**config.mk**
```make
export PLATFORM = sky130hd
export DESIGN_NAME = sptx_top
export DESIGN_NICKNAME = d
export VERILOG_FILES = /design/src/sptx_pkg.sv /design/src/sptx_channel.sv /design/src/sptx_top.sv
export SDC_FILE = /design/constraint.sdc
export NUM_CORES = 1
export LEC_CHECK = 0
export BUFFER_PORTS_ARGS = -buffer_cell sky130_fd_sc_hd__buf_2
export CELL_PAD_IN_SITES_DETAIL_PLACEMENT = 1
export CELL_PAD_IN_SITES_GLOBAL_PLACEMENT = 1
export CORE_AREA = 2 2 162 164
export CTS_CLUSTER_SIZE = 12
export DETAILED_ROUTE_END_ITERATION = 8
export DIE_AREA = 0 0 164 166
export GPL_TIMING_DRIVEN = 0
export PLACE_DENSITY_LB_ADDON = 0.12
export SLEW_MARGIN = 0
export SYNTH_ARGS = -nofsm -noshare
export SYNTH_HDL_FRONTEND = slang
export SYNTH_SLANG_ARGS = --single-unit
export TNS_END_PERCENT = 20
```
**constraint.sdc**
```tcl
create_clock -name clk_in -period 3.2 [get_ports clk_in]
set_input_delay 0.48 -clock clk_in [delete_from_list [all_inputs] [get_ports clk_in]]
set_output_delay 0.48 -clock clk_in [all_outputs]
set_load 0.03 [all_outputs]
```
**src/sptx_pkg.sv**
```systemverilog
package sptx_pkg;
	// register indices, one per channel
	localparam logic [2:0] REG_DATA   = 3'h0;
	localparam logic [2:0] REG_CMD    = 3'h1;
	localparam logic [2:0] REG_TXCTL  = 3'h2;
	localparam logic [2:0] REG_MODE   = 3'h3;
	localparam logic [2:0] REG_SYNCLO = 3'h4;
	localparam logic [2:0] REG_SYNCHI = 3'h5;
	localparam logic [2:0] REG_STATUS = 3'h6;
	// transmit control fields
	localparam int TC_CRC_EN = 0;
	localparam int TC_TX_EN  = 3;
	localparam int TC_BREAK  = 4;
	localparam int TC_BITS   = 5;
	// mode fields
	localparam int MD_PROTO  = 0;
	localparam int MD_PAR_EN = 2;
	localparam int MD_PAR_EV = 3;
	localparam int MD_STOP2  = 4;
	localparam int MD_POLY   = 5;
	localparam int MD_SYN16  = 6;
	// commands
	localparam logic [7:0] CMD_SW_RESET  = 8'h18;
	localparam logic [7:0] CMD_RST_TXINT = 8'h28;
	localparam logic [7:0] CMD_RST_CRC   = 8'h80;
	localparam logic [7:0] CMD_RST_IDLE  = 8'hC0;
	localparam logic [7:0] CMD_ABORT     = 8'h08;
	// status fields
	localparam int ST_BUF_EMPTY  = 2;
	localparam int ST_BECOMING   = 0;
	localparam int ST_IDLE_CRC   = 6;
	localparam int ST_ALL_SENT   = 1;
	localparam logic [1:0] PROTO_ASYNC = 2'h0;
	localparam logic [1:0] PROTO_COP   = 2'h1;
	localparam logic [1:0] PROTO_BOP   = 2'h2;
	localparam logic [7:0] FLAG_PAT    = 8'h7E;
	localparam logic [15:0] POLY_A     = 16'h8005;
	localparam logic [15:0] POLY_B     = 16'h1021;
	localparam logic [3:0] ABORT_ONES  = 4'hA;
	localparam logic [2:0] ONES_LIMIT  = 3'h5;
	localparam logic [7:0] REG_RESET   = 8'h00;

	typedef enum {TS_OFF, TS_START, TS_DATA, TS_PAR, TS_STOP, TS_SYNC, TS_CRC,
		TS_FLAG, TS_ABORT} sptx_state_e;

	typedef struct packed {
		logic [7:0] txctl;
		logic [7:0] mode;
		logic [7:0] synclo;
		logic [7:0] synchi;
	} sptx_cfg_s;
endpackage

```
**src/sptx_channel.sv**
```systemverilog
// Local design decisions: the placing of the registers and the strobed register port.
`timescale 1ns/10ps
// one transmit channel; the top holds two of these
module sptx_channel
	import sptx_pkg::*;
(
	input  wire logic       clk_in,
	input  wire logic       rstn_in,
	input  wire logic       wr_in,
	input  wire logic [2:0] addr_in,
	input  wire logic [7:0] wdata_in,
	input  wire logic       tx_bit_clock_in,
	output logic      [7:0] status_out,
	output logic      [7:0] rdreg_out,
	output logic            txd_out
);
	// ****************************************
	// bit clock falling edge
	// ****************************************
	logic clk_s1, clk_s2, clk_s3;
	always_ff @(posedge clk_in or negedge rstn_in) begin
		if (!rstn_in) begin
			clk_s1 <= 1'b1;
			clk_s2 <= 1'b1;
			clk_s3 <= 1'b1;
		end else begin
			clk_s1 <= tx_bit_clock_in;
			clk_s2 <= clk_s1;
			clk_s3 <= clk_s2;
		end
	end
	wire logic bit_tick = clk_s3 & ~clk_s2;

	// ****************************************
	// registers
	// ****************************************
	sptx_cfg_s   cfg;
	logic [7:0]  buf_data;
	logic        buf_full;
	logic        becoming;
	logic        idle_crc;
	logic        abort_req;
	logic        crc_rst_req;
	wire logic   wr_data = wr_in && addr_in == REG_DATA;
	wire logic   wr_cmd  = wr_in && addr_in == REG_CMD;
	wire logic   sw_rst  = wr_cmd && wdata_in == CMD_SW_RESET;
	logic        load;

	always_ff @(posedge clk_in or negedge rstn_in) begin
		if (!rstn_in) begin
			cfg <= '0;
		end else if (sw_rst) begin
			cfg <= '0;
		end else if (wr_in) begin
			case (addr_in)
				REG_TXCTL:  cfg.txctl <= wdata_in;
				REG_MODE:   cfg.mode <= wdata_in;
				REG_SYNCLO: cfg.synclo <= wdata_in;
				REG_SYNCHI: cfg.synchi <= wdata_in;
				default:    cfg.txctl <= cfg.txctl;
			endcase
		end
	end

	// buffer register and its flags
	always_ff @(posedge clk_in or negedge rstn_in) begin
		if (!rstn_in) begin
			buf_data <= REG_RESET;
			buf_full <= 1'b0;
			becoming <= 1'b0;
		end else if (sw_rst) begin
			buf_full <= 1'b0;
			becoming <= 1'b0;
		end else begin
			if (wr_data) begin
				buf_data <= wdata_in;
				buf_full <= 1'b1;
			end else if (load) begin
				buf_full <= 1'b0;
			end
			// set by the transfer; a same-cycle write still loses to it
			if (load)
				becoming <= 1'b1;
			else if (wr_data || (wr_cmd && wdata_in == CMD_RST_TXINT))
				becoming <= 1'b0;
		end
	end

	// ****************************************
	// transmitter
	// ****************************************
	sptx_state_e state;
	logic [7:0]  shreg;
	logic [3:0]  cnt;
	logic        par;
	logic        crc_on;
	logic [15:0] crc;
	logic [2:0]  ones;
	logic        stuff;
	logic        txd_r;

	wire logic [1:0] proto = cfg.mode[MD_PROTO +: 2];
	wire logic       tx_en = cfg.txctl[TC_TX_EN];
	wire logic       brk   = cfg.txctl[TC_BREAK];
	wire logic [15:0] poly = cfg.mode[MD_POLY] ? POLY_B : POLY_A;
	wire logic       sync16 = cfg.mode[MD_SYN16];

	function automatic logic [3:0] char_bits(input logic [1:0] f);
		char_bits = 4'h5 + {2'b00, f};
	endfunction

	function automatic logic [15:0] crc_step(input logic [15:0] c, input logic b,
		input logic [15:0] p);
		crc_step = c[15] ^ b ? ({c[14:0], 1'b0} ^ p) : {c[14:0], 1'b0};
	endfunction

	// run of ones after bit b, for zero insertion
	function automatic logic [2:0] ones_after(input logic [2:0] run, input logic b);
		ones_after = b ? run + 3'h1 : 3'h0;
	endfunction

	function automatic logic stuff_after(input logic [2:0] run, input logic b);
		stuff_after = b && run == ONES_LIMIT - 3'h1;
	endfunction

	// bits subject to stuffing: data and check in bit-oriented mode
	wire logic stuffable = proto == PROTO_BOP && (state == TS_DATA || state == TS_CRC);
	// sync, flag and stop bits finish first; char sync modes never start without a sync
	assign load = bit_tick && buf_full && !brk && tx_en && !abort_req && !stuff &&
		((state == TS_OFF && proto != PROTO_COP) || (state == TS_STOP && cnt <= 4'h1) ||
		((state == TS_SYNC || state == TS_FLAG) && cnt == 4'h0) ||
		(proto != PROTO_ASYNC && ((state == TS_DATA && cnt == 4'h1) ||
		(state == TS_CRC && cnt == 4'h0))));

	always_ff @(posedge clk_in or negedge rstn_in) begin
		if (!rstn_in) begin
			abort_req   <= 1'b0;
			crc_rst_req <= 1'b0;
			idle_crc    <= 1'b1;
		end else if (sw_rst) begin
			abort_req   <= 1'b0;
			crc_rst_req <= 1'b0;
			idle_crc    <= 1'b1;
		end else begin
			if (state == TS_ABORT)
				abort_req <= 1'b0;
			else if (wr_cmd && wdata_in == CMD_ABORT && proto == PROTO_BOP)
				abort_req <= 1'b1;
			// a command beside a bit tick is kept for the next tick
			if (wr_cmd && wdata_in == CMD_RST_CRC)
				crc_rst_req <= 1'b1;
			else if (bit_tick)
				crc_rst_req <= 1'b0;
			if (state == TS_CRC)
				idle_crc <= 1'b1;
			else if (wr_cmd && wdata_in == CMD_RST_IDLE)
				idle_crc <= 1'b0;
		end
	end

	always_ff @(posedge clk_in or negedge rstn_in) begin
		if (!rstn_in) begin
			state <= TS_OFF;
			shreg <= REG_RESET;
			cnt   <= 4'h0;
			par   <= 1'b0;
			crc_on <= 1'b0;
			crc   <= 16'h0000;
			ones  <= 3'h0;
			stuff <= 1'b0;
			txd_r <= 1'b1;
		end else if (sw_rst) begin
			state <= TS_OFF;
			txd_r <= 1'b1;
			ones  <= 3'h0;
			stuff <= 1'b0;
		end else if (bit_tick) begin
			if (crc_rst_req)
				crc <= 16'h0000;
			if (brk) begin
				state <= TS_OFF;
				txd_r <= 1'b1;
				ones  <= 3'h0;
				stuff <= 1'b0;
			end else if (stuff) begin
				txd_r <= 1'b0;
				stuff <= 1'b0;
				ones  <= 3'h0;
			end else if (abort_req && proto == PROTO_BOP) begin
				state <= TS_ABORT;
				cnt   <= ABORT_ONES;
				txd_r <= 1'b1;
				ones  <= 3'h0;
			end else if (load) begin
				shreg <= buf_data;
				crc_on <= cfg.txctl[TC_CRC_EN];
				// seeded so the sent bit is the complement of the running sum
				par   <= cfg.mode[MD_PAR_EV];
				if (proto == PROTO_ASYNC) begin
					state <= TS_START;
					txd_r <= 1'b0;
					cnt   <= char_bits(cfg.txctl[TC_BITS +: 2]);
				end else begin
					// first data bit goes out now; lsb first
					state <= TS_DATA;
					txd_r <= buf_data[0];
					shreg <= {1'b0, buf_data[7:1]};
					cnt   <= char_bits(cfg.txctl[TC_BITS +: 2]);
					if (cfg.txctl[TC_CRC_EN])
						crc <= crc_step(crc_rst_req ? 16'h0000 : crc, buf_data[0], poly);
					if (proto == PROTO_BOP) begin
						ones  <= ones_after(ones, buf_data[0]);
						stuff <= stuff_after(ones, buf_data[0]);
					end
				end
			end else begin
				case (state)
					TS_OFF, TS_STOP, TS_SYNC, TS_FLAG: begin
						// idle or end of frame: fill or mark
						ones <= 3'h0;
						if (state == TS_STOP && cnt > 4'h1) begin
							cnt <= cnt - 4'h1;
							txd_r <= 1'b1;
						end else if ((state == TS_SYNC || state == TS_FLAG) && cnt != 4'h0) begin
							// finish the sync character or flag, even when disabled
							cnt <= cnt - 4'h1;
							if (state == TS_SYNC && cnt == 4'h8) begin
								txd_r <= cfg.synchi[0];
								shreg <= {1'b0, cfg.synchi[7:1]};
							end else begin
								txd_r <= shreg[0];
								shreg <= {1'b0, shreg[7:1]};
							end
						end else if (!tx_en || proto == PROTO_ASYNC) begin
							state <= TS_OFF;
							txd_r <= 1'b1;
						end else if (proto == PROTO_COP) begin
							state <= TS_SYNC;
							shreg <= {1'b0, cfg.synclo[7:1]};
							cnt   <= sync16 ? 4'hF : 4'h7;
							txd_r <= cfg.synclo[0];
						end else begin
							// flag only closes a frame, then line marks
							state <= state == TS_FLAG ? TS_OFF : TS_OFF;
							txd_r <= 1'b1;
						end
					end
					TS_START: begin
						state <= TS_DATA;
						txd_r <= shreg[0];
						shreg <= {1'b0, shreg[7:1]};
						par   <= par ^ shreg[0];
					end
					TS_DATA, TS_CRC: begin
						if (state == TS_DATA && proto == PROTO_ASYNC) begin
							if (cnt == 4'h1) begin
								state <= cfg.mode[MD_PAR_EN] ? TS_PAR : TS_STOP;
								txd_r <= cfg.mode[MD_PAR_EN] ? ~par : 1'b1;
								cnt   <= cfg.mode[MD_STOP2] ? 4'h2 : 4'h1;
							end else begin
								cnt   <= cnt - 4'h1;
								txd_r <= shreg[0];
								shreg <= {1'b0, shreg[7:1]};
								par   <= par ^ shreg[0];
							end
						end else if (cnt == 4'h1 && state == TS_DATA && !idle_crc) begin
							state <= TS_CRC;
							// first check bit leaves now, fifteen follow
							cnt   <= 4'hF;
							txd_r <= crc[15];
							crc   <= {crc[14:0], 1'b0};
							ones  <= ones_after(ones, crc[15]);
							stuff <= stuffable && stuff_after(ones, crc[15]);
						end else if (state == TS_DATA ? cnt == 4'h1 : cnt == 4'h0) begin
							if (proto == PROTO_BOP) begin
								state <= TS_FLAG;
								shreg <= {1'b0, FLAG_PAT[7:1]};
								cnt   <= 4'h7;
								txd_r <= FLAG_PAT[0];
							end else begin
								state <= TS_OFF;
								txd_r <= 1'b1;
							end
						end else begin
							cnt <= cnt - 4'h1;
							if (state == TS_CRC) begin
								txd_r <= crc[15];
								crc   <= {crc[14:0], 1'b0};
								ones  <= ones_after(ones, crc[15]);
								stuff <= stuffable && stuff_after(ones, crc[15]);
							end else begin
								txd_r <= shreg[0];
								shreg <= {1'b0, shreg[7:1]};
								if (crc_on)
									crc <= crc_step(crc, shreg[0], poly);
								if (proto == PROTO_BOP) begin
									ones  <= ones_after(ones, shreg[0]);
									stuff <= stuff_after(ones, shreg[0]);
								end
							end
						end
					end
					TS_PAR: begin
						state <= TS_STOP;
						txd_r <= 1'b1;
					end
					TS_ABORT: begin
						txd_r <= 1'b1;
						if (cnt == 4'h1)
							state <= TS_OFF;
						else
							cnt <= cnt - 4'h1;
					end
					default: state <= TS_OFF;
				endcase
			end
		end
	end

	assign txd_out = txd_r & ~brk;

	// ****************************************
	// status and readback
	// ****************************************
	always_comb begin
		status_out = 8'h00;
		status_out[ST_BUF_EMPTY] = ~buf_full;
		status_out[ST_BECOMING]  = becoming;
		status_out[ST_IDLE_CRC]  = idle_crc;
		status_out[ST_ALL_SENT]  = ~buf_full && state == TS_OFF;
	end

	always_comb begin
		case (addr_in)
			REG_TXCTL:  rdreg_out = cfg.txctl;
			REG_MODE:   rdreg_out = cfg.mode;
			REG_SYNCLO: rdreg_out = cfg.synclo;
			REG_SYNCHI: rdreg_out = cfg.synchi;
			REG_STATUS: rdreg_out = status_out;
			default:    rdreg_out = 8'h00;
		endcase
	end
endmodule

```
**src/sptx_top.sv**
```systemverilog
`timescale 1ns/10ps
module sptx_top
	import sptx_pkg::*;
(
	input  wire logic       clk_in,
	input  wire logic       rstn_in,
	input  wire logic [3:0] addr_in,
	input  wire logic [7:0] wdata_in,
	input  wire logic       wr_in,
	input  wire logic       rd_in,
	input  wire logic [1:0] tx_bit_clock_in,
	output logic      [7:0] rdata_out,
	output logic      [1:0] txd_out
);
	logic [7:0] rdreg [2];
	// bit 3 of the address picks the channel
	for (genvar ch = 0; ch < 2; ch++) begin : g_ch
		sptx_channel u_ch (
			.clk_in          (clk_in),
			.rstn_in         (rstn_in),
			.wr_in           (wr_in && addr_in[3] == 1'(ch)),
			.addr_in         (addr_in[2:0]),
			.wdata_in        (wdata_in),
			.tx_bit_clock_in (tx_bit_clock_in[ch]),
			.status_out      (),
			.rdreg_out       (rdreg[ch]),
			.txd_out         (txd_out[ch])
		);
	end

	always_ff @(posedge clk_in or negedge rstn_in) begin
		if (!rstn_in)
			rdata_out <= 8'h00;
		else if (rd_in)
			rdata_out <= rdreg[addr_in[3]];
		else
			rdata_out <= 8'h00;
	end
endmodule

```
# ---- Word-level counts from Yosys, hierarchy flattened
# Index checks and enable logic that the tools add are counted.
dict set report word_totals {
  reg_bits 238
  input_bits 18
  output_inout_bits 10
}
dict set report op_classes {
  n_addsub 6
  n_reduce_logical 169
  eq_ne 99
  bitwise_logic 30
  mux 284
  n_lt_le_gt_ge 5
}
# cell n
set op_table {}
lappend op_table {{two-way mux 32 bit} 32}
lappend op_table {{two-way mux 16 bit} 32}
lappend op_table {{== test 32 x 3 -> 1 bit (second input constant)} 10}
lappend op_table {{== test 32 x 4 -> 1 bit (second input constant)} 10}
lappend op_table {{one-hot mux 32 bit (5 select lines)} 2}
lappend op_table {{two-way mux 8 bit} 32}
lappend op_table {{== test 32 x 2 -> 1 bit (second input constant)} 4}
lappend op_table {{logical NOT 32 bit} 4}
lappend op_table {{two-way mux 3 bit} 38}
lappend op_table {{two-way mux 1 bit} 104}
lappend op_table {{two-way mux 4 bit} 26}
lappend op_table {{one-hot mux 8 bit (5 select lines)} 2}
lappend op_table {{logical AND 1 bit} 66}
lappend op_table {{== test 32 x 1 -> 1 bit (second input constant)} 2}
lappend op_table {{== test 32 x 5 -> 1 bit (second input constant)} 2}
lappend op_table {{bitwise XOR 16 bit} 4}
lappend op_table {{one-hot mux 8 bit (3 select lines)} 2}
lappend op_table {{!= test 6 x 2 -> 1 bit (second input constant)} 6}
lappend op_table {{nonzero test 3 bit} 12}
lappend op_table {{!= test 8 x 1 -> 1 bit (second input constant)} 4}
lappend op_table {{!= test 7 x 2 -> 1 bit (second input constant)} 4}
lappend op_table {{AND reduction 2 bit} 14}
lappend op_table {{AND reduction 7 bit} 4}
lappend op_table {{nonzero test 2 bit} 14}
lappend op_table {{53 further kinds} 163}

# ---- Longest topological paths before layout
# Gate-level depths: netlist of the first run.
dict set report depth {
  word_depth 15
  ltp_mapped 11
}

# ---- Modules after synthesis
# A second synthesis of the first run with hierarchy kept.
dict set report unflattened {
  hier_cells 1396
  area_unflattened_um2 12356.9
}
# mod cells_per_inst seq_area_each_um2 n_inst area_per_inst_um2
set by_module_without_submodules {}
lappend by_module_without_submodules {{sptx_channel (g_ch[0].u_ch)} 724 2183.3 1 6174.7}
lappend by_module_without_submodules {{sptx_channel (g_ch[1].u_ch)} 645 2183.3 1 5824.3}
lappend by_module_without_submodules {sptx_top 27 200.2 1 357.8}

# ---- Worst setup path after synthesis of the first run
# Ideal clock, no wire load.
dict set report synth_timing {
  path_type {register -> register}
  from {register g_ch[1].u_ch.state[2]}
  to {register g_ch[1].u_ch.crc[8]}
  arrival_ps 2687
  required_ps 3074
  setup_ps 126
  period_less_slack_ps 2813
  setup_slack_ps 387
  n_path_buf 1
  stages_incl_launch_ff 9
  cell_sequence {dfrtp_1 -> buf_6 -> nor4b_4 -> mux2i_1 -> a21boi_1 -> o21ai_2 -> mux2_2 -> o311a_1 -> a221o_1}
}
dict set report synth_via {
  elab_chain_cells 10
}
# item line
set synth_lines {}
lappend synth_lines {{start: declaration} sptx_channel.sv:92} ;# sptx_state_e state;
lappend synth_lines {{start signal: assignment} sptx_channel.sv:244} ;# state <= state == TS_FLAG ? TS_OFF : TS_OFF;
lappend synth_lines {{start signal: assignment} sptx_channel.sv:257} ;# state <= cfg.mode[MD_PAR_EN] ? TS_PAR : TS_STOP;
lappend synth_lines {{== test 32 x 4 -> 1 bit (tied with other cells)} {sptx_channel.sv:133, sptx_channel.sv:286}}
lappend synth_lines {{two-way mux 16 bit (tied with other cells)} sptx_channel.sv:286} ;# if (state == TS_CRC) begin
lappend synth_lines {{two-way mux 16 bit (tied with other cells)} sptx_channel.sv:274} ;# end else if (state == TS_DATA ? cnt == 4'h1 : cnt == 4'h0) begin
lappend synth_lines {{two-way mux 16 bit (tied with other cells)} sptx_channel.sv:266} ;# end else if (cnt == 4'h1 && state == TS_DATA && !idle_crc) begin
lappend synth_lines {{two-way mux 16 bit or logical OR 1 bit (tied branches)} {sptx_channel.sv:255, sptx_channel.sv:131}}
lappend synth_lines {{two-way mux 16 bit or logical AND 1 bit (tied branches)} {sptx_channel.sv:217, sptx_channel.sv:129}}
lappend synth_lines {{two-way mux 16 bit *} sptx_channel.sv:194} ;# end else if (load) begin
lappend synth_lines {{two-way mux 16 bit *} sptx_channel.sv:189} ;# end else if (abort_req && proto == PROTO_BOP) begin
lappend synth_lines {{two-way mux 16 bit *} sptx_channel.sv:185} ;# end else if (stuff) begin
lappend synth_lines {{two-way mux 16 bit *} sptx_channel.sv:180} ;# if (brk) begin
lappend synth_lines {{end signal: assignment} sptx_channel.sv:210} ;# crc <= crc_step(crc_rst_req ? 16'h0000 : crc, buf_data[0], poly);
lappend synth_lines {{end signal: assignment} sptx_channel.sv:271} ;# crc <= {crc[14:0], 1'b0};
lappend synth_lines {{end signal: assignment} sptx_channel.sv:288} ;# crc <= {crc[14:0], 1'b0};
lappend synth_lines {{end: declaration} sptx_channel.sv:97} ;# logic [15:0] crc;
# Every way passes the cells marked *; elsewhere a longest branch is shown, timed or not.
# A chain may end at the register's enable or synchronous reset.

# ---- Worst setup path in the final report of the first run
dict set report layout_timing {
  from {register g_ch[0].u_ch.state[3]}
  to {register g_ch[0].u_ch.crc[12]}
}
dict set report layout_via {
  elab_chain_cells 10
}
# item line
set layout_lines {}
lappend layout_lines {{start: declaration} sptx_channel.sv:92}
lappend layout_lines {{start signal: assignment} sptx_channel.sv:244}
lappend layout_lines {{start signal: assignment} sptx_channel.sv:257}
lappend layout_lines {{== test 32 x 4 -> 1 bit (tied with other cells)} {sptx_channel.sv:133, sptx_channel.sv:286}}
lappend layout_lines {{two-way mux 16 bit (tied with other cells)} sptx_channel.sv:286}
lappend layout_lines {{two-way mux 16 bit (tied with other cells)} sptx_channel.sv:274}
lappend layout_lines {{two-way mux 16 bit (tied with other cells)} sptx_channel.sv:266}
lappend layout_lines {{two-way mux 16 bit or logical OR 1 bit (tied branches)} {sptx_channel.sv:255, sptx_channel.sv:131}}
lappend layout_lines {{two-way mux 16 bit or logical AND 1 bit (tied branches)} {sptx_channel.sv:217, sptx_channel.sv:129}}
lappend layout_lines {{two-way mux 16 bit *} sptx_channel.sv:194}
lappend layout_lines {{two-way mux 16 bit *} sptx_channel.sv:189}
lappend layout_lines {{two-way mux 16 bit *} sptx_channel.sv:185}
lappend layout_lines {{two-way mux 16 bit *} sptx_channel.sv:180}
lappend layout_lines {{end signal: assignment} sptx_channel.sv:210}
lappend layout_lines {{end signal: assignment} sptx_channel.sv:271}
lappend layout_lines {{end signal: assignment} sptx_channel.sv:288}
lappend layout_lines {{end: declaration} sptx_channel.sv:97}
# Marks and branches as above.

==> impl_metrics.tcl, run 1 <==
set metrics [dict create \
    totalWireLength_um 45500 \
    report.final.setup_viol 0 \
    drive_gt1_share_pct 14.0 \
    use_met1_pct 44.8 \
    tightest_slew_ns 1.13 \
    timing.critical_path.cells "clkbuf_1 -> nor3b_2 -> clkbuf_1 -> nand2_1 -> o22ai_1 -> or3_1 -> a21oi_1 -> a2111oi_0 -> o21ai_1" \
    power_density_nw_per_um2 697 \
    io-pin-count 28 \
    timing.hold.worst_path_depth 1 \
    finalHoldViolCount 0 \
    synth_area_leader_cell "sky130_fd_sc_hd__dfrtp_1" \
    cts.reportedPaths.clkPinSlew_ns 0.08 \
    path_class "reg -> reg" \
    cts_max_level 4 \
    postSynth.topFlopCell "sky130_fd_sc_hd__dfrtp_1" \
    synth_top_cells_by_count "sky130_fd_sc_hd__nand2_1 (204), sky130_fd_sc_hd__dfrtp_1 (172), sky130_fd_sc_hd__nor2_1 (99)" \
    synth-edff-count 0 \
    ctsRootBufferMaster "sky130_fd_sc_hd__clkbuf_16" \
    vias 12111 \
    whs_endpoint "g_ch[0].u_ch.clk_s1$_DFF_PN1_" \
    fin_hold_ws_ns 0.114 \
    grt_first_pass_wirelength_um 71800 \
    fp_rows 59 \
    drt_first_iter_violations 1188 \
    gp_routability_congestion 0.946 \
    critical_path_peak_fanout 10 \
    min-delay-start "tx_bit_clock_in[0]" \
    timing.fmax_mhz 314 \
    drv.max_cap_violation_count 0 \
    period_minus_ws_final_ns 3.18 \
    buffer_ports.inserted 25 \
    netlist-cell-type-count 97 \
    syn-instance-count 1450 \
    maximum_number_of_pins_on_one_net_before_global_route_repair 111 \
    relative_slew_slack_pct 23.7 \
    drt_first_pass_iters 5 \
    synth_fp_nets 1480 \
    worst_setup_path_start_kind "flip-flop" \
    reg2reg_from "g_ch[0].u_ch.state[3]$_DFFE_PN0P_" \
    grtUsageMet3_pct 4.82 \
    die_area_um2 27200 \
    rr_endpoint "g_ch[0].u_ch.crc[12]$_DFFE_PN0P_" \
    grt_pass1_vias 12441 \
    dp_hpwl_um 33300 \
    dpl.cell_count 1811 \
    final_antenna_net_count 0 \
    synth_most_common_cell "sky130_fd_sc_hd__nand2_1" \
    clock_sinks 182 \
    synthDominantCellAreaShare_pct 35.1 \
    grt_overflow 0 \
    fp.dieH_um 166 \
    synth.ff_latch_count 182 \
    grt_setup_unrepaired "yes" \
    cts_tree "built" \
    final_cells 1849 \
    synth.yosys.warnings 0 \
    critPathRequiredTime_ns 3.52 \
    antenna_found_initial 1 \
    drc 0 \
    ir_drop_mv 0.435 \
    cp-end-kind "flip-flop" \
    asyncSetResetFlopFracSynth_pct 100 \
    cts-root-to-sink-buffers 2 \
    yosys-top-cells-area "sky130_fd_sc_hd__dfrtp_1 (35%), sky130_fd_sc_hd__nand2_1 (6.2%), sky130_fd_sc_hd__mux2_2 (5.1%)" \
    nFillCells 3095 \
    worst_ep_arrival_time_ns 3.50 \
    status "finished, final reports clean" \
    grt.busiest_layer "met2" \
    cpMostUsedCell "sky130_fd_sc_hd__clkbuf_1" \
    avgRoutedWirePerCell_um 24.6 \
    synth-seq-area-share_pct 37.2 \
    timing.critical_path.slowest_stage_cell "sky130_fd_sc_hd__a2111oi_0" \
    critical-path-max-stage-delay_ns 0.56 \
    routed_via_density 6.55 \
    post-route-period-util_pct 99.4 \
    finalClockSkew_ns 0.0190 \
    worst_r2r_path_depth 9 \
    final_core_utilization_pct 53.2 \
    hold_path_class "in -> reg" \
    die-width_um 164 \
    finish.net_count 1530 \
    globalRouteMet2Util_pct 56.2 \
    clk_latency_ns 0.45 \
    floorplan.initialDensity_pct 47.9 \
    p_leak_nw 5.50 \
    syn_to_layout_area_delta_pct 11.1 \
    cts_buffers 17 \
    worst-r2r-setup-slack_ns 0.02 \
    post_synth_instance_area_um2 12300 \
    coreArea_um2 25600 \
    syn-mean-instance-area_um2 8.47 \
    groute.usage.overall_pct 33.8 \
    slew_violations 0 \
]
repair_timing:
| item | CTS | global route |
|---|---|---|
| gates resized for setup | 15 | 17 |
| hold buffers | 1 | 0 |
| endpoints found under the setup margin | 66 | 56 |
| hold endpoints to repair | 7 | 0 |
| setup buffers | 0 | 4 |
| cloned | 0 | 0 |
| pin swaps | 1 | 5 |
cell type report:
type / instances / area (um2) / area share (%)
Multi-Input combinational cell: 1134 / 7290 / 53.5
Clock buffer: 18 / 429 / 3.15
Timing Repair Buffer: 31 / 203 / 1.49
Antenna cell: 1 / 2.50 / 0.0184
Buffer: 108 / 464 / 3.41
Inverter: 26 / 97.6 / 0.716
Sequential cell: 182 / 4570 / 33.5
Clock inverter: 14 / 156 / 1.15
Tap cell: 335 / 419 / 3.07
state kept, by name (all words and copies together), names as in the netlist, 6 cells and up:
register            cells
g_ch.u_ch.ones          6
g_ch.u_ch.shreg        16
g_ch.u_ch.cnt           8
g_ch.u_ch.cfg          62
rdata_out               8
g_ch.u_ch.state         8
g_ch.u_ch.buf_data     16
g_ch.u_ch.crc          32
logic make-up (layout without fill, tap and decap cells):
group / count (synthesis) / in the layout / share of synthesized area (%)
AO/OA/AOI/OAI: 430 / 430 / 23.4
XOR/XNOR: 11 / 11 / 0.785
adder cells (fa/ha/maj): 12 / 12 / 1.22
buffers and inverters: 134 / 197 / 4.51
flip-flops: 182 / 182 / 37.2
multiplexers: 105 / 105 / 9.31
other: 0 / 1 / 0
AND/OR/NAND/NOR: 576 / 576 / 23.5
routing by layer:
layer | vias up | share of wire [%]
li1 | 5497 | -
met1 | 6109 | 43
met2 | 403 | 48
met3 | 102 | 5.1
met4 | 0 | 3.3
met5 | - | 0
cells in the final DEF, fill, tap and decap left out, drive strengths merged, types with 13 or more instances in the layout:
cell / instances
mux2i: 42
a211oi: 14
o211ai: 16
mux2: 63
nand2b: 14
nor2b: 26
nor2: 100
or3: 14
clkbuf: 92
and2: 15
nand3: 66
nand2: 204
a21oi: 93
o21ai: 105
and3: 14
o31ai: 17
buf: 64
nor4: 13
a31oi: 26
dfrtp: 172
nor3: 39
o22ai: 29
nand4: 17
inv: 33
worst max path at each step:
| stage | start | end | slack, ns | cells after the start |
|---|---|---|---|---|
| final | g_ch[0].u_ch.state[3]$_DFFE_PN0P_ | g_ch[0].u_ch.crc[12]$_DFFE_PN0P_ | 0.02 | 9 |
| after global routing | g_ch[1].u_ch.state[2]$_DFFE_PN0P_ | g_ch[1].u_ch.crc[8]$_DFFE_PN0P_ | -0.04 | 8 |
| after CTS | g_ch[0].u_ch.cnt[1]$_DFFE_PN0P_ | g_ch[0].u_ch.crc[14]$_DFFE_PN0P_ | 0.001 | 9 |
| after detailed placement | addr_in[0] | g_ch[0].u_ch.shreg[5]$_DFFE_PN0P_ | -0.38 | 8 |
| after global placement | rstn_in | g_ch[0].u_ch.buf_data[5]$_DFFE_PN0P_ | -1.47 | 1 |
| after floorplan | g_ch[1].u_ch.state[2]$_DFFE_PN0P_ | g_ch[1].u_ch.crc[8]$_DFFE_PN0P_ | 0.39 | 8 |
through the flow:
step	instance area, um2	setup TNS, ns	worst slack (ns)	power [mW]
2_1_floorplan	12300	0	0.387	5.93
3_3_place_gp	12800	-260.64	-1.47	7.04
3_5_place_dp	12900	-10.74	-0.380	7.15
4_1_cts	13500	0	0.00115	9.39
5_1_grt	13600	-0.215	-0.0380	10.0
6_report	13600	0	0.0185	9.50
report_power, final:
group          total (mW)  internal (mW)  leakage [nW]  switching (mW)
logic                4.06           1.51          2.92            2.54
clock network        2.16           1.05         0.284            1.11
registers            3.29           2.81          2.30           0.480
critical path, delay by kind of cell (launching register included):
family          cells  cell delay (ns)
compound gates      4             1.01
buf+inv             2             0.76
flops               1             0.38
simple gates        3             0.89
No activity file was read; power rests on OpenSTA's default activity.
==> inputs of run 2 (changes only) <==
--- a/config.mk
+++ b/config.mk
@@ -7,9 +7,9 @@
 export LEC_CHECK = 0
-export BUFFER_PORTS_ARGS = -buffer_cell sky130_fd_sc_hd__buf_2
 export CELL_PAD_IN_SITES_DETAIL_PLACEMENT = 1
 export CELL_PAD_IN_SITES_GLOBAL_PLACEMENT = 1
-export CORE_AREA = 2 2 162 164
+export CORE_AREA = 2 2 160 162
 export CTS_CLUSTER_SIZE = 12
 export DETAILED_ROUTE_END_ITERATION = 8
-export DIE_AREA = 0 0 164 166
+export DIE_AREA = 0 0 162 164
+export DONT_BUFFER_PORTS = 1
 export GPL_TIMING_DRIVEN = 0
--- a/constraint.sdc
+++ b/constraint.sdc
@@ -3,2 +3,2 @@
 set_output_delay 0.48 -clock clk_in [all_outputs]
-set_load 0.03 [all_outputs]
+set_load 0.02 [all_outputs]
==> run 2 against run 1 <==
Against the previous run:
- the flow now finishes with violations (negative hold slack)
- register-to-register slack better by 0.08 ns
- worst setup slack better by 0.080 ns
- maximum frequency rose by 2.6%
- clock skew rose by 0.0040 ns
- worst hold slack worse by 0.39 ns
- sequential share of layout area rose by 0.24 points
- non-clock buffer count is 21 lower
- largest power group unchanged
- final area fell by 0.71%
- first-iteration DRC count decreased by 13%
- via count increased by 1.7%
- final cell count down 1.5%
==> impl_metrics.tcl, run 2 (synthesis results as in run 1) <==
set metrics [dict create \
    status "finished, violations left" \
    failed_checks "negative hold slack" \
    cts-root-to-sink-buffers 2 \
    finalClockSkew_ns 0.0230 \
    drive_gt1_share_pct 13.3 \
    layout.cells.most_common "sky130_fd_sc_hd__nand2_1" \
    clk_latency_ns 0.46 \
    critPathRequiredTime_ns 3.58 \
    critical_path_peak_fanout 10 \
    syn_to_layout_area_delta_pct 10.3 \
    hold_path_class "in -> async" \
    setup_slack_ns 0.0984 \
    drt_first_pass_iters 7 \
    die_area_um2 26600 \
    drv.max_cap_violation_count 0 \
    cp-end-kind "flip-flop" \
    routed_via_density 6.76 \
    worst_setup_path_start_kind "flip-flop" \
    drc 0 \
    final_core_utilization_pct 54.5 \
    reg2reg_from "g_ch[1].u_ch.cnt[0]$_DFFE_PN0P_" \
    cts.reportedPaths.clkPinSlew_ns 0.08 \
    fp.dieH_um 164 \
    largest_register_ffs 62 \
    path_class "reg -> reg" \
    critical-path-max-stage-delay_ns 0.56 \
    final_cells 1822 \
    floorplan.initialDensity_pct 49.5 \
    worst_ep_arrival_time_ns 3.48 \
    relative_slew_slack_pct 23.7 \
    timing.critical_path.cells "ha_1 -> nor3b_4 -> buf_4 -> a222oi_1 -> or3_1 -> and2_1 -> buf_2 -> clkbuf_1 -> nand4_1 -> a21oi_1" \
    tightest_slew_ns 1.14 \
    post-route-period-util_pct 96.9 \
    totalWireLength_um 46800 \
    dpl-instance-area_um2 12700 \
    fin_total_pwr_mw 9.57 \
    most-common-layout-cells "sky130_fd_sc_hd__nand2_1 (203), sky130_fd_sc_hd__dfrtp_1 (172), sky130_fd_sc_hd__nor2_1 (96)" \
    grt_pass1_vias 12396 \
    maximum_number_of_pins_on_one_net_before_global_route_repair 183 \
    dpl.cell_count 1780 \
    report.final.setup_viol 0 \
    worst_r2r_path_depth 10 \
    slew_violations 0 \
    largest-register "g_ch.u_ch.cfg" \
    final_antenna_net_count 0 \
    vias 12322 \
    cts_tree "built" \
    largest_registers "g_ch.u_ch.cfg: 62 flops, g_ch.u_ch.crc: 32 flops" \
    nFillCells 2997 \
    worst-r2r-setup-slack_ns 0.1 \
    grt_first_pass_wirelength_um 72200 \
    rr_endpoint "g_ch[1].u_ch.txd_r$_DFFE_PN1P_" \
    antenna_diode_instance_count 0 \
    power_density_nw_per_um2 707 \
    drt_first_iter_violations 1029 \
    die-width_um 162 \
    coreArea_um2 24800 \
    gp_routability_congestion 0.961 \
    buffer_ports.inserted 0 \
    avgRoutedWirePerCell_um 25.7 \
    p_leak_nw 5.43 \
    register_area_um2 4570 \
    place_worst_setup_slack_ns -0.323 \
    cts_max_level 4 \
    period_minus_ws_final_ns 3.10 \
    ctsRootBufferMaster "sky130_fd_sc_hd__clkbuf_16" \
    clock_sinks 182 \
    fp_rows 58 \
    ir_drop_mv 0.388 \
    finish.net_count 1509 \
    dp_hpwl_um 33800 \
    timing.fmax_mhz 322 \
    grt_overflow 0 \
    multi_input_area_um2 7330 \
    io-pin-count 28 \
    fin_hold_ws_ns -0.280 \
    finalInstanceArea_um2 13500 \
    finalHoldViolCount 176 \
    cts_buffers 17 \
    timing.critical_path.slowest_stage_cell "sky130_fd_sc_hd__clkbuf_1" \
    antenna_found_initial 0 \
    groute.usage.overall_pct 35.0 \
    finalSetupTns_ns 0 \
]
[run 2: critical path: cells and delay by family, from the launching register on]
family / cells / cell delay, ns
AOI/OAI and AO/OA: 2 / 0.56
adders and majority gates: 1 / 0.28
buffers and inverters: 3 / 1.00
DFF: 1 / 0.46
and+or+nand+nor: 4 / 0.74
[run 2: cell type report]
class,count,area share (%)
Clock buffer,18,3.17
Clock inverter,14,1.16
Timing Repair Buffer,11,0.610
Sequential cell,182,33.7
Multi-Input combinational cell,1134,54.1
Buffer,107,3.42
Tap cell,330,3.05
Inverter,26,0.721
[run 2: per-layer routing]
metal / global-route usage, % / up-vias / part of all wire [%]
met1: 45.0 / 6222 / 42
met4: 16.4 / 0 / 4.2
met2: 58.4 / 526 / 48
li1: - / 5440 / -
met5: 0 / - / 0
met3: 5.13 / 134 / 6.0
[run 2: power breakdown]
| part | leakage [nW] | switching, mW | internal, mW | total, mW |
|---|---|---|---|---|
| Sequential | 2.30 | 0.505 | 2.81 | 3.31 |
| Combinational | 2.83 | 2.51 | 1.56 | 4.07 |
| Clock | 0.288 | 1.13 | 1.06 | 2.19 |
| Total | 5.43 | 4.14 | 5.43 | 9.57 |
[run 2: what timing repair did]
action	CTS	global route
endpoints found under the setup margin	65	70
pin swaps	0	5
setup buffers	0	11
gates cloned	0	0
hold endpoints to repair	182	182
resized for setup	14	30
[run 2: how the worst max path moves through the flow]
| stage | to | start | slack, ns |
|---|---|---|---|
| 2_1_floorplan | g_ch[1].u_ch.crc[8]$_DFFE_PN0P_ | g_ch[1].u_ch.state[2]$_DFFE_PN0P_ | 0.39 |
| 3_3_place_gp | g_ch[1].u_ch.shreg[0]$_DFFE_PN0P_ | g_ch[1].u_ch.state[2]$_DFFE_PN0P_ | -0.42 |
| 3_5_place_dp | g_ch[1].u_ch.shreg[7]$_DFFE_PN0P_ | g_ch[1].u_ch.state[2]$_DFFE_PN0P_ | -0.32 |
| 4_1_cts | g_ch[1].u_ch.crc[8]$_DFFE_PN0P_ | g_ch[1].u_ch.state[2]$_DFFE_PN0P_ | -0.06 |
| 5_1_grt | g_ch[1].u_ch.txd_r$_DFFE_PN1P_ | g_ch[1].u_ch.cnt[0]$_DFFE_PN0P_ | -0.07 |
| 6_report | g_ch[1].u_ch.txd_r$_DFFE_PN1P_ | g_ch[1].u_ch.cnt[0]$_DFFE_PN0P_ | 0.1 |
